[config.mk]
export PLATFORM = sky130hd
export DESIGN_NAME = fpu_packed_state_registers
export DESIGN_NICKNAME = d
export VERILOG_FILES = /design/src/verilog/fpu_state_pkg.sv /design/src/verilog/fpu_packed_state_registers.sv /design/src/verilog/packed_adder.sv
export VERILOG_INCLUDE_DIRS = /design/src /design/src/verilog
export SDC_FILE = /design/constraint.sdc
export NUM_CORES = 2
export LEC_CHECK = 0
export ABC_AREA = 1
export BUFFER_PORTS_ARGS = -buffer_cell sky130_fd_sc_hd__buf_2
export CAP_MARGIN = 20
export CORE_MARGIN = 2
export CORE_UTILIZATION = 28
export CTS_BUF_LIST = sky130_fd_sc_hd__clkbuf_2
export DETAILED_ROUTE_END_ITERATION = 10
export PLACE_DENSITY_LB_ADDON = 0.08
export SLEW_MARGIN = 10
export SYNTH_ARGS = -nofsm -noshare
export SYNTH_HDL_FRONTEND = slang
export SYNTH_HIERARCHICAL = 1
export SYNTH_SLANG_ARGS = --single-unit
[constraint.sdc]
create_clock -name CLK -period 10.1 [get_ports CLK]
set_input_delay 0.505 -clock CLK [delete_from_list [all_inputs] [get_ports CLK]]
set_output_delay 0.505 -clock CLK [all_outputs]
set_load 0.02 [all_outputs]
[src/verilog/fpu_state_map.svh]
`ifndef FPU_STATE_MAP_SVH
`define FPU_STATE_MAP_SVH

// ----------------------------------------------------------------------
// Status word fields
// ----------------------------------------------------------------------
`define FPU_SW_BUSY_COPY    15
`define FPU_SW_CC3          14
`define FPU_SW_TOP_MSB      13
`define FPU_SW_TOP_LSB      11
`define FPU_SW_CC2          10
`define FPU_SW_CC1          9
`define FPU_SW_CC0          8
`define FPU_SW_ERR_SUM      7
`define FPU_SW_STK_FAULT    6
`define FPU_SW_FLAG_MSB     5
`define FPU_SW_RESET        16'h0000

// ----------------------------------------------------------------------
// Mode control word fields
// ----------------------------------------------------------------------
`define FPU_MC_ROUND_MSB    11
`define FPU_MC_ROUND_LSB    10
`define FPU_MC_PREC_MSB     9
`define FPU_MC_PREC_LSB     8
`define FPU_MC_MASK_MSB     5
`define FPU_MC_WR_MASK      16'h0F3F
`define FPU_MC_RESET        16'h033F

// ----------------------------------------------------------------------
// Tag word and data register constants
// ----------------------------------------------------------------------
`define FPU_TAG_ALL_EMPTY   16'hFFFF
`define FPU_TAG_ALL_VALID   16'h0000
`define FPU_EXP_ALL_ONES    15'h7FFF
`define FPU_PACKED_EXP_FILL 16'hFFFF
`define FPU_TOP_RESET       3'h0

`endif

[src/verilog/fpu_state_pkg.sv]
package fpu_state_pkg;

  typedef enum logic [1:0] {
    TAG_VALID   = 2'h0,
    TAG_ZERO    = 2'h1,
    TAG_SPECIAL = 2'h2,
    TAG_EMPTY   = 2'h3
  } tag_class_e;

  typedef enum logic [1:0] {
    PK_BYTE  = 2'h0,
    PK_WORD  = 2'h1,
    PK_DWORD = 2'h2,
    PK_QWORD = 2'h3
  } packed_fmt_e;

  typedef logic [79:0] ext_real_t;
  typedef logic [63:0] packed_t;

  typedef struct packed {
    logic [15:0] tag_word;
    logic [15:0] status_word;
    logic [15:0] mode_word;
    logic [31:0] instr_ptr;
    logic [31:0] opnd_ptr;
  } env_s;

endpackage

[src/verilog/fpu_packed_state_registers.sv]
`timescale 1ns/100ps
`include "fpu_state_map.svh"

// Overview of operation
// - A two-bit tag field is kept for each of the eight physical registers.
// - Tags encode valid 00, zero 01, special 10 and empty 11.
// - Denormal, infinity, NaN and unsupported values are tagged special.
// - Tags update in hardware and are seen only via the stored environment.
// - Status bits 13:11 hold the stack top, bits 14 and 10:8 the codes.
// - Status bit 7 is set when an exception with a clear mask is seen.
// - Status bit 15 always reads as a copy of bit 7.
// - Status bits 6 down to 0 hold the seven exception flags.
// - Mode bits 11:10 select the rounding mode.
// - Mode bits 9:8 select a 24, 53 or 64 bit mantissa; 01 is reserved.
// - Mode bits 5:0 mask the six exceptions in status flag order.
// - Instruction and operand address pointers are kept.
// - Eight 64-bit packed registers alias the data register storage.
// - Packed operands are bytes, words, doublewords or one quadword.
// - Packed operations act on every element separately in parallel.
// - The state clear sets the stack top to zero and all tags empty except one loaded by DREG_WE in that cycle.
module fpu_packed_state_registers
  import fpu_state_pkg::*;
#(
  parameter int ADDR_W = 32
) (
  input  wire logic              CLK,
  input  wire logic              SYS_RST,
  input  wire logic              STACK_PUSH,
  input  wire logic              STACK_POP,
  input  wire logic              DREG_WE,
  input  wire logic [2:0]        DREG_IDX,
  input  wire ext_real_t         DREG_WDATA,
  input  wire logic              PACKED_WE,
  input  wire logic [2:0]        PACKED_IDX,
  input  wire packed_t           PACKED_WDATA,
  input  wire logic              PACKED_OP,
  input  wire packed_fmt_e       PACKED_FMT,
  input  wire logic [2:0]        PACKED_SRC_A,
  input  wire logic [2:0]        PACKED_SRC_B,
  input  wire logic [2:0]        PACKED_DST,
  input  wire logic              MM_CLEAR,
  input  wire logic              EXC_VALID,
  input  wire logic [6:0]        EXC_FLAGS,
  input  wire logic              STATUS_CLEAR,
  input  wire logic              CC_WE,
  input  wire logic [3:0]        CC_VALUE,
  input  wire logic              MODE_WE,
  input  wire logic [15:0]       MODE_WDATA,
  input  wire logic              PTR_WE,
  input  wire logic [ADDR_W-1:0] INSTR_PTR,
  input  wire logic              OPND_VALID,
  input  wire logic [ADDR_W-1:0] OPND_PTR,
  input  wire logic              ENV_RD,
  input  wire logic              SAVE_RD,
  input  wire logic [2:0]        SAVE_IDX,
  output logic      [15:0]       STATUS_WORD_OUT,
  output logic      [15:0]       MODE_WORD_OUT,
  output logic      [1:0]        ROUND_SEL,
  output logic      [1:0]        PREC_SEL,
  output logic                   ERROR_SUMMARY,
  output env_s                   ENV_OUT,
  output logic                   ENV_VALID,
  output ext_real_t              SAVE_DATA,
  output logic                   SAVE_VALID
);

  // ----------------------------------------------------------------------
  // Tag classification of an extended real value.
  // ----------------------------------------------------------------------
  function automatic tag_class_e classify(input ext_real_t v);
    logic [14:0] exp;
    logic        int_bit;
    logic [62:0] frac;
    exp     = v[78:64];
    int_bit = v[63];
    frac    = v[62:0];
    if (exp == 15'h0000 && !int_bit && frac == 63'h0)
      classify = TAG_ZERO;
    else if (exp == 15'h0000 || exp == `FPU_EXP_ALL_ONES || !int_bit)
      classify = TAG_SPECIAL;
    else
      classify = TAG_VALID;
  endfunction

  // ----------------------------------------------------------------------
  // State.
  // ----------------------------------------------------------------------
  ext_real_t [7:0]    dreg_q;
  logic [7:0][1:0]    tag_q;
  logic [7:0][1:0]    tag_d;
  logic [2:0]         top_q;
  logic [2:0]         top_d;
  logic [6:0]         flags_q;
  logic [6:0]         flags_d;
  logic [3:0]         cc_q;
  logic [3:0]         cc_d;
  logic [15:0]        mode_q;
  logic [15:0]        mode_d;
  logic [ADDR_W-1:0]  iptr_q;
  logic [ADDR_W-1:0]  optr_q;
  logic               err_sum_d;
  logic [15:0]        status_d;
  packed_t            packed_sum;

  // ----------------------------------------------------------------------
  // Packed arithmetic on aliased register storage.
  // ----------------------------------------------------------------------
  wire packed_t src_a = dreg_q[PACKED_SRC_A][63:0];
  wire packed_t src_b = dreg_q[PACKED_SRC_B][63:0];
  wire          packed_any = PACKED_WE || PACKED_OP;

  packed_adder #(
    .LANES (8)
  ) u_adder (
    .fmt   (PACKED_FMT),
    .a     (src_a),
    .b     (src_b),
    .sum   (packed_sum)
  );

  always_ff @(posedge CLK) begin
    if (DREG_WE) begin
      dreg_q[DREG_IDX] <= DREG_WDATA;
    end
    if (PACKED_WE) begin
      dreg_q[PACKED_IDX] <= {`FPU_PACKED_EXP_FILL, PACKED_WDATA};
    end
    if (PACKED_OP) begin
      dreg_q[PACKED_DST] <= {`FPU_PACKED_EXP_FILL, packed_sum};
    end
  end

  // ----------------------------------------------------------------------
  // Stack top and tag word.
  // ----------------------------------------------------------------------
  always_comb begin
    if (MM_CLEAR || packed_any)
      top_d = `FPU_TOP_RESET;
    else if (STACK_PUSH && !STACK_POP)
      top_d = 3'(top_q - 3'h1);
    else if (STACK_POP && !STACK_PUSH)
      top_d = 3'(top_q + 3'h1);
    else
      top_d = top_q;
  end

  always_comb begin
    tag_d = tag_q;
    if (MM_CLEAR)
      tag_d = `FPU_TAG_ALL_EMPTY;
    else if (packed_any)
      tag_d = `FPU_TAG_ALL_VALID;
    if (STACK_POP && !STACK_PUSH && !MM_CLEAR && !packed_any)
      tag_d[top_q] = TAG_EMPTY;
    if (DREG_WE)
      tag_d[DREG_IDX] = classify(DREG_WDATA);
  end

  always_ff @(posedge CLK) begin
    if (SYS_RST) begin
      tag_q <= `FPU_TAG_ALL_EMPTY;
      top_q <= `FPU_TOP_RESET;
    end else begin
      tag_q <= tag_d;
      top_q <= top_d;
    end
  end

  // ----------------------------------------------------------------------
  // Exception flags, error summary and mode control.
  // ----------------------------------------------------------------------
  always_comb begin
    flags_d = STATUS_CLEAR ? 7'h00 : flags_q;
    if (EXC_VALID)
      flags_d = flags_d | EXC_FLAGS;
    cc_d   = CC_WE ? CC_VALUE : cc_q;
    mode_d = MODE_WE ? (MODE_WDATA & `FPU_MC_WR_MASK) : mode_q;
  end

  assign err_sum_d = |(flags_d[`FPU_SW_FLAG_MSB:0] &
                       ~mode_d[`FPU_MC_MASK_MSB:0]);

  always_comb begin
    status_d = `FPU_SW_RESET;
    status_d[`FPU_SW_BUSY_COPY] = err_sum_d;
    status_d[`FPU_SW_CC3]       = cc_d[3];
    status_d[`FPU_SW_TOP_MSB:`FPU_SW_TOP_LSB] = top_d;
    status_d[`FPU_SW_CC2]       = cc_d[2];
    status_d[`FPU_SW_CC1]       = cc_d[1];
    status_d[`FPU_SW_CC0]       = cc_d[0];
    status_d[`FPU_SW_ERR_SUM]   = err_sum_d;
    status_d[`FPU_SW_STK_FAULT:0] = flags_d;
  end

  always_ff @(posedge CLK) begin
    if (SYS_RST) begin
      flags_q <= 7'h00;
      cc_q    <= 4'h0;
      mode_q  <= `FPU_MC_RESET;
    end else begin
      flags_q <= flags_d;
      cc_q    <= cc_d;
      mode_q  <= mode_d;
    end
  end

  // ----------------------------------------------------------------------
  // Instruction and operand pointers.
  // ----------------------------------------------------------------------
  always_ff @(posedge CLK) begin
    if (SYS_RST) begin
      iptr_q <= '0;
      optr_q <= '0;
    end else if (PTR_WE) begin
      iptr_q <= INSTR_PTR;
      if (OPND_VALID)
        optr_q <= OPND_PTR;
    end
  end

  // ----------------------------------------------------------------------
  // Registered outputs.
  // ----------------------------------------------------------------------
  always_ff @(posedge CLK) begin
    if (SYS_RST) begin
      STATUS_WORD_OUT <= `FPU_SW_RESET;
      MODE_WORD_OUT   <= `FPU_MC_RESET;
      ROUND_SEL       <= 2'h0;
      PREC_SEL        <= 2'h0;
      ERROR_SUMMARY   <= 1'b0;
    end else begin
      STATUS_WORD_OUT <= status_d;
      MODE_WORD_OUT   <= mode_d;
      ROUND_SEL <= mode_d[`FPU_MC_ROUND_MSB:`FPU_MC_ROUND_LSB];
      PREC_SEL  <= mode_d[`FPU_MC_PREC_MSB:`FPU_MC_PREC_LSB];
      ERROR_SUMMARY   <= err_sum_d;
    end
  end

  // Tags leave the block only as part of a stored environment.
  always_ff @(posedge CLK) begin
    if (SYS_RST) begin
      ENV_OUT    <= '0;
      ENV_VALID  <= 1'b0;
      SAVE_DATA  <= '0;
      SAVE_VALID <= 1'b0;
    end else begin
      ENV_VALID  <= ENV_RD;
      SAVE_VALID <= SAVE_RD;
      if (ENV_RD) begin
        ENV_OUT.tag_word    <= tag_q;
        ENV_OUT.status_word <= STATUS_WORD_OUT;
        ENV_OUT.mode_word   <= mode_q;
        ENV_OUT.instr_ptr   <= 32'(iptr_q);
        ENV_OUT.opnd_ptr    <= 32'(optr_q);
      end
      if (SAVE_RD)
        SAVE_DATA <= dreg_q[SAVE_IDX];
    end
  end
endmodule

[src/verilog/packed_adder.sv]
`timescale 1ns/100ps

module packed_adder
  import fpu_state_pkg::*;
#(
  parameter int LANES = 8
) (
  input  wire packed_fmt_e         fmt,
  input  wire logic [LANES*8-1:0]  a,
  input  wire logic [LANES*8-1:0]  b,
  output logic      [LANES*8-1:0]  sum
);

  // ----------------------------------------------------------------------
  // Byte slices with carries cut at every element boundary.
  // ----------------------------------------------------------------------
  logic [LANES-1:0] carry_out;
  logic [LANES-1:0] carry_in;

  genvar k;
  generate
    for (k = 0; k < LANES; k++) begin : g_lane
      localparam logic [2:0] KB = 3'(k);
      wire cut = (k == 0) ||
                 (fmt == PK_BYTE) ||
                 (fmt == PK_WORD  && KB[0]   == 1'b0) ||
                 (fmt == PK_DWORD && KB[1:0] == 2'h0);
      wire [8:0] part;
      if (k == 0) begin : g_first
        assign carry_in[k] = 1'b0;
      end else begin : g_rest
        assign carry_in[k] = cut ? 1'b0 : carry_out[k-1];
      end
      assign part = {1'b0, a[k*8 +: 8]} + {1'b0, b[k*8 +: 8]} +
                    {8'h00, carry_in[k]};
      assign sum[k*8 +: 8] = part[7:0];
      assign carry_out[k]  = part[8];
    end
  endgenerate

endmodule
==> flow_metrics.py <==
metrics = {
    "power_and_ir_drop": {
        "pwr_density_cell_mw_per_mm2": 190,
        "p_leak_nw": 33.1,
        "p_total_mw": 13.9,
        "ir_worst_vdd_uv": 131,
    },
    "place": {
        "dp_hpwl_um": 182000,
        "place_area_mm2": 0.0621,
        "gp_congestion": 0.846,
        "io_buffers": 483,
    },
    "clock_network": {
        "cts.path.max_buffers": 4,
        "tritoncts": "built",
        "root_buffer": "clkbuf_2",
        "cts-htree-levels": 5,
        "clock_latency_ps": 1830,
        "clk_pin_slew_worst_paths_ps": 100,
        "cts_sinks": 934,
        "cts_inserted_buffers": 306,
    },
    "worst_setup_path": {
        "crit_top_cell": "fa_2",
        "worstSetupEndpointType": "flop",
        "slowest_delay_ps": 400,
        "cp.arrival_ps": 11430,
        "slowest_stage": "fa_2",
        "worst-setup-path-type": "flop to flop",
        "r2r_start": "dreg_q[560]",
        "rr_worst_depth": 58,
        "r2r_end": "dreg_q[222]",
        "cp_data_required_time_ps": 11800,
        "cp_max_fo": 6,
        "r2r_slack_ps": 380,
        "worstSetupStartpointType": "flop",
    },
    "yosys": {
        "yosysMostFrequentCell": "o21ai_0",
        "synth_area_leader_cell": "dfxtp_1",
        "synth_edf_count": 0,
        "synth_cells": 9052,
        "ys_ff_latch": 934,
        "yosys-top-cells-count": "o21ai_0 (1698), a21oi_1 (1322), nand2_1 (1035)",
        "netlist_area_mm2": 0.0574,
        "avgSynthCellArea_um2": 6.34,
        "synth.yosys.seq_area_share_pct": 32.6,
        "yosys.cell_types.count": 43,
        "ys_warn_count": 6,
        "synth_top_area_share_pct": 32.6,
        "synth_area_leaders": "dfxtp_1 (33%), o21ai_0 (15%), a21oi_1 (12%)",
        "async_flop_share_pct": 0,
        "synth_flop_cell": "dfxtp_1",
    },
    "global_route": {
        "grt_pass1_wl_um": 460000,
        "overflow": 0,
        "grt_pass1_vias": 67294,
        "grt_max_degree": 172,
        "antenna_found_initial": 33,
        "grt_use_total_pct": 29.0,
    },
    "worst_hold_path": {
        "hold-path-endpoint": "dreg_q[97]",
        "hp-class": "primary input to flop",
        "min_from": "DREG_WDATA[17]",
        "hold_depth": 5,
    },
    "run_status": {
        "outcome": "complete, no violations",
    },
    "timing": {
        "final.min_clock_period_ps": 9720,
        "worst_pin_slew_ps": 1250,
        "max_slew_margin_pct": 16.4,
        "final.period_utilization_pct": 96.2,
        "clock_skew_ps": 188,
        "maxSlewViolCount": 0,
        "hold_viol": 0,
        "max_freq_ghz": 0.103,
        "rsz0062_at_grt": "true",
        "setup_viol": 0,
    },
    "floorplanning": {
        "initial_utilization_pct": 28.1,
        "die_w_um": 457,
        "core_area_mm2": 0.204,
        "rows": 166,
        "dieHeight_um": 457,
        "ios": 502,
        "dieArea_mm2": 0.209,
    },
    "layout": {
        "fin_area_mm2": 0.0735,
        "final_core_util_pct": 36.0,
        "drive_above_1_share_pct": 13.0,
        "area_growth_pct": 28.1,
        "layout.nets": 10512,
    },
    "route": {
        "drt_wl_total_um": 316000,
        "firstDrtPassIters": 6,
        "vias": 71359,
        "ant_nets": 0,
        "drt_iter0_drc": 7213,
        "wl_per_cell_um": 24.2,
        "drcViolationCount": 0,
        "vias_per_cell": 5.46,
    },
    "run": {
        "drv_cap": 0,
    },
}
metrics by stage:
stage               hold WS [ps]  setup TNS [ps]  setup WS, ps  std cells
detailed placement           451          -56800         -1190      11679
global placement             443          -55160         -1180      11679
CTS                         1.43               0          8.27      13025
global route                44.8           -49.4         -17.4      13056
finish                       221               0           379      13061
floorplan                    433               0          13.5       9063
flip-flops by register name (all words and copies together), names as in the netlist:
register / cells
tag_q: 16
ENV_OUT: 105
ENV_VALID: 1
iptr_q: 32
SAVE_DATA: 80
top_q: 2
SAVE_VALID: 1
dreg_q: 640
cc_q: 3
optr_q: 32
flags_q: 6
MODE_WORD_OUT: 10
PREC_SEL: 2
STATUS_WORD_OUT: 4
placed cells by master (no fill, tap or decap), types with 25 or more instances in the layout:
cell type,Yosys,routed
a31oi_1,193,193
buf_2,191,475
nor3_1,204,203
dlygate4sd3_1,0,848
o21ai_1,170,175
diode_2,0,25
nor2_1,825,820
a21oi_1,1322,1311
clkinv_1,0,32
inv_1,938,925
dfxtp_1,934,931
nand2_1,1035,1007
buf_4,28,235
o221ai_1,185,184
ha_1,60,59
inv_2,34,30
o21ai_0,1698,1693
nand3_1,447,446
clkbuf_2,5,452
o31ai_1,64,64
o211ai_1,43,43
layer usage:
layer | GRT usage, % | part of all wire (%) | vias to the layer above
li1 | - | - | 33197
met3 | 5.15 | 8.1 | 738
met5 | 0 | 0.036 | -
met4 | 11.9 | 4.0 | 18
met2 | 46.7 | 45 | 3494
met1 | 38.2 | 43 | 33912
critical path: cells and delay by family (launching register included):
family,cells,cell delay (ps)
adder cells (fa/ha/maj),16,5910
flip-flops,1,370
buffers and inverters,2,170
AO/OA/AOI/OAI,12,860
AND/OR/NAND/NOR,28,2320
worst max path at each step:
| stage | end | slack (ps) | cells after the start | start |
|---|---|---|---|---|
| 2_1_floorplan | dreg_q[220] | 10 | 57 | PACKED_SRC_A[0] |
| 3_3_place_gp | dreg_q[220] | -1180 | 56 | PACKED_SRC_B[0] |
| 3_5_place_dp | dreg_q[220] | -1190 | 56 | PACKED_SRC_B[0] |
| 4_1_cts | dreg_q[462] | 8 | 56 | dreg_q[560] |
| 5_1_grt | dreg_q[222] | -20 | 58 | dreg_q[560] |
| 6_report | dreg_q[222] | 380 | 58 | dreg_q[560] |
timing repair:
item                       in CTS  in global routing
hold endpoints to repair      934                  0
pin swaps                       9                 50
setup endpoints to repair      57                 56
gates resized for setup        23                 42
hold buffers                  854                  0
buffers inserted                2                 11
cell type report:
type	count	area, µm²
multi-input combinational	6370	32100
clock inverter	38	173
timing repair buffer	1582	13100
clock buffer	452	2260
inverter	972	3740
tap	2688	3360
sequential	934	18700
fill	22417	131000
antenna	25	62.6
power breakdown:
group          leakage (nW)  total (mW)  switching, mW  internal [mW]
Sequential             7.83        5.15          0.562           4.58
Combinational          23.3        5.67           3.55           2.12
Clock                  1.96        3.12           1.93           1.19
Total                  33.1        13.9           6.04           7.89
cells by family after synthesis:
family | count (synthesis) | synth area share [%]
fa+ha+maj | 75 | 1.83
other cells | 1 | 0.00653
compound gates | 3687 | 34.3
flops | 934 | 32.6
xor+xnor | 25 | 0.381
simple gates | 2568 | 18.7
mux | 3 | 0.0523
buf+inv | 1759 | 12.2
(Power assumes the default switching activity.)
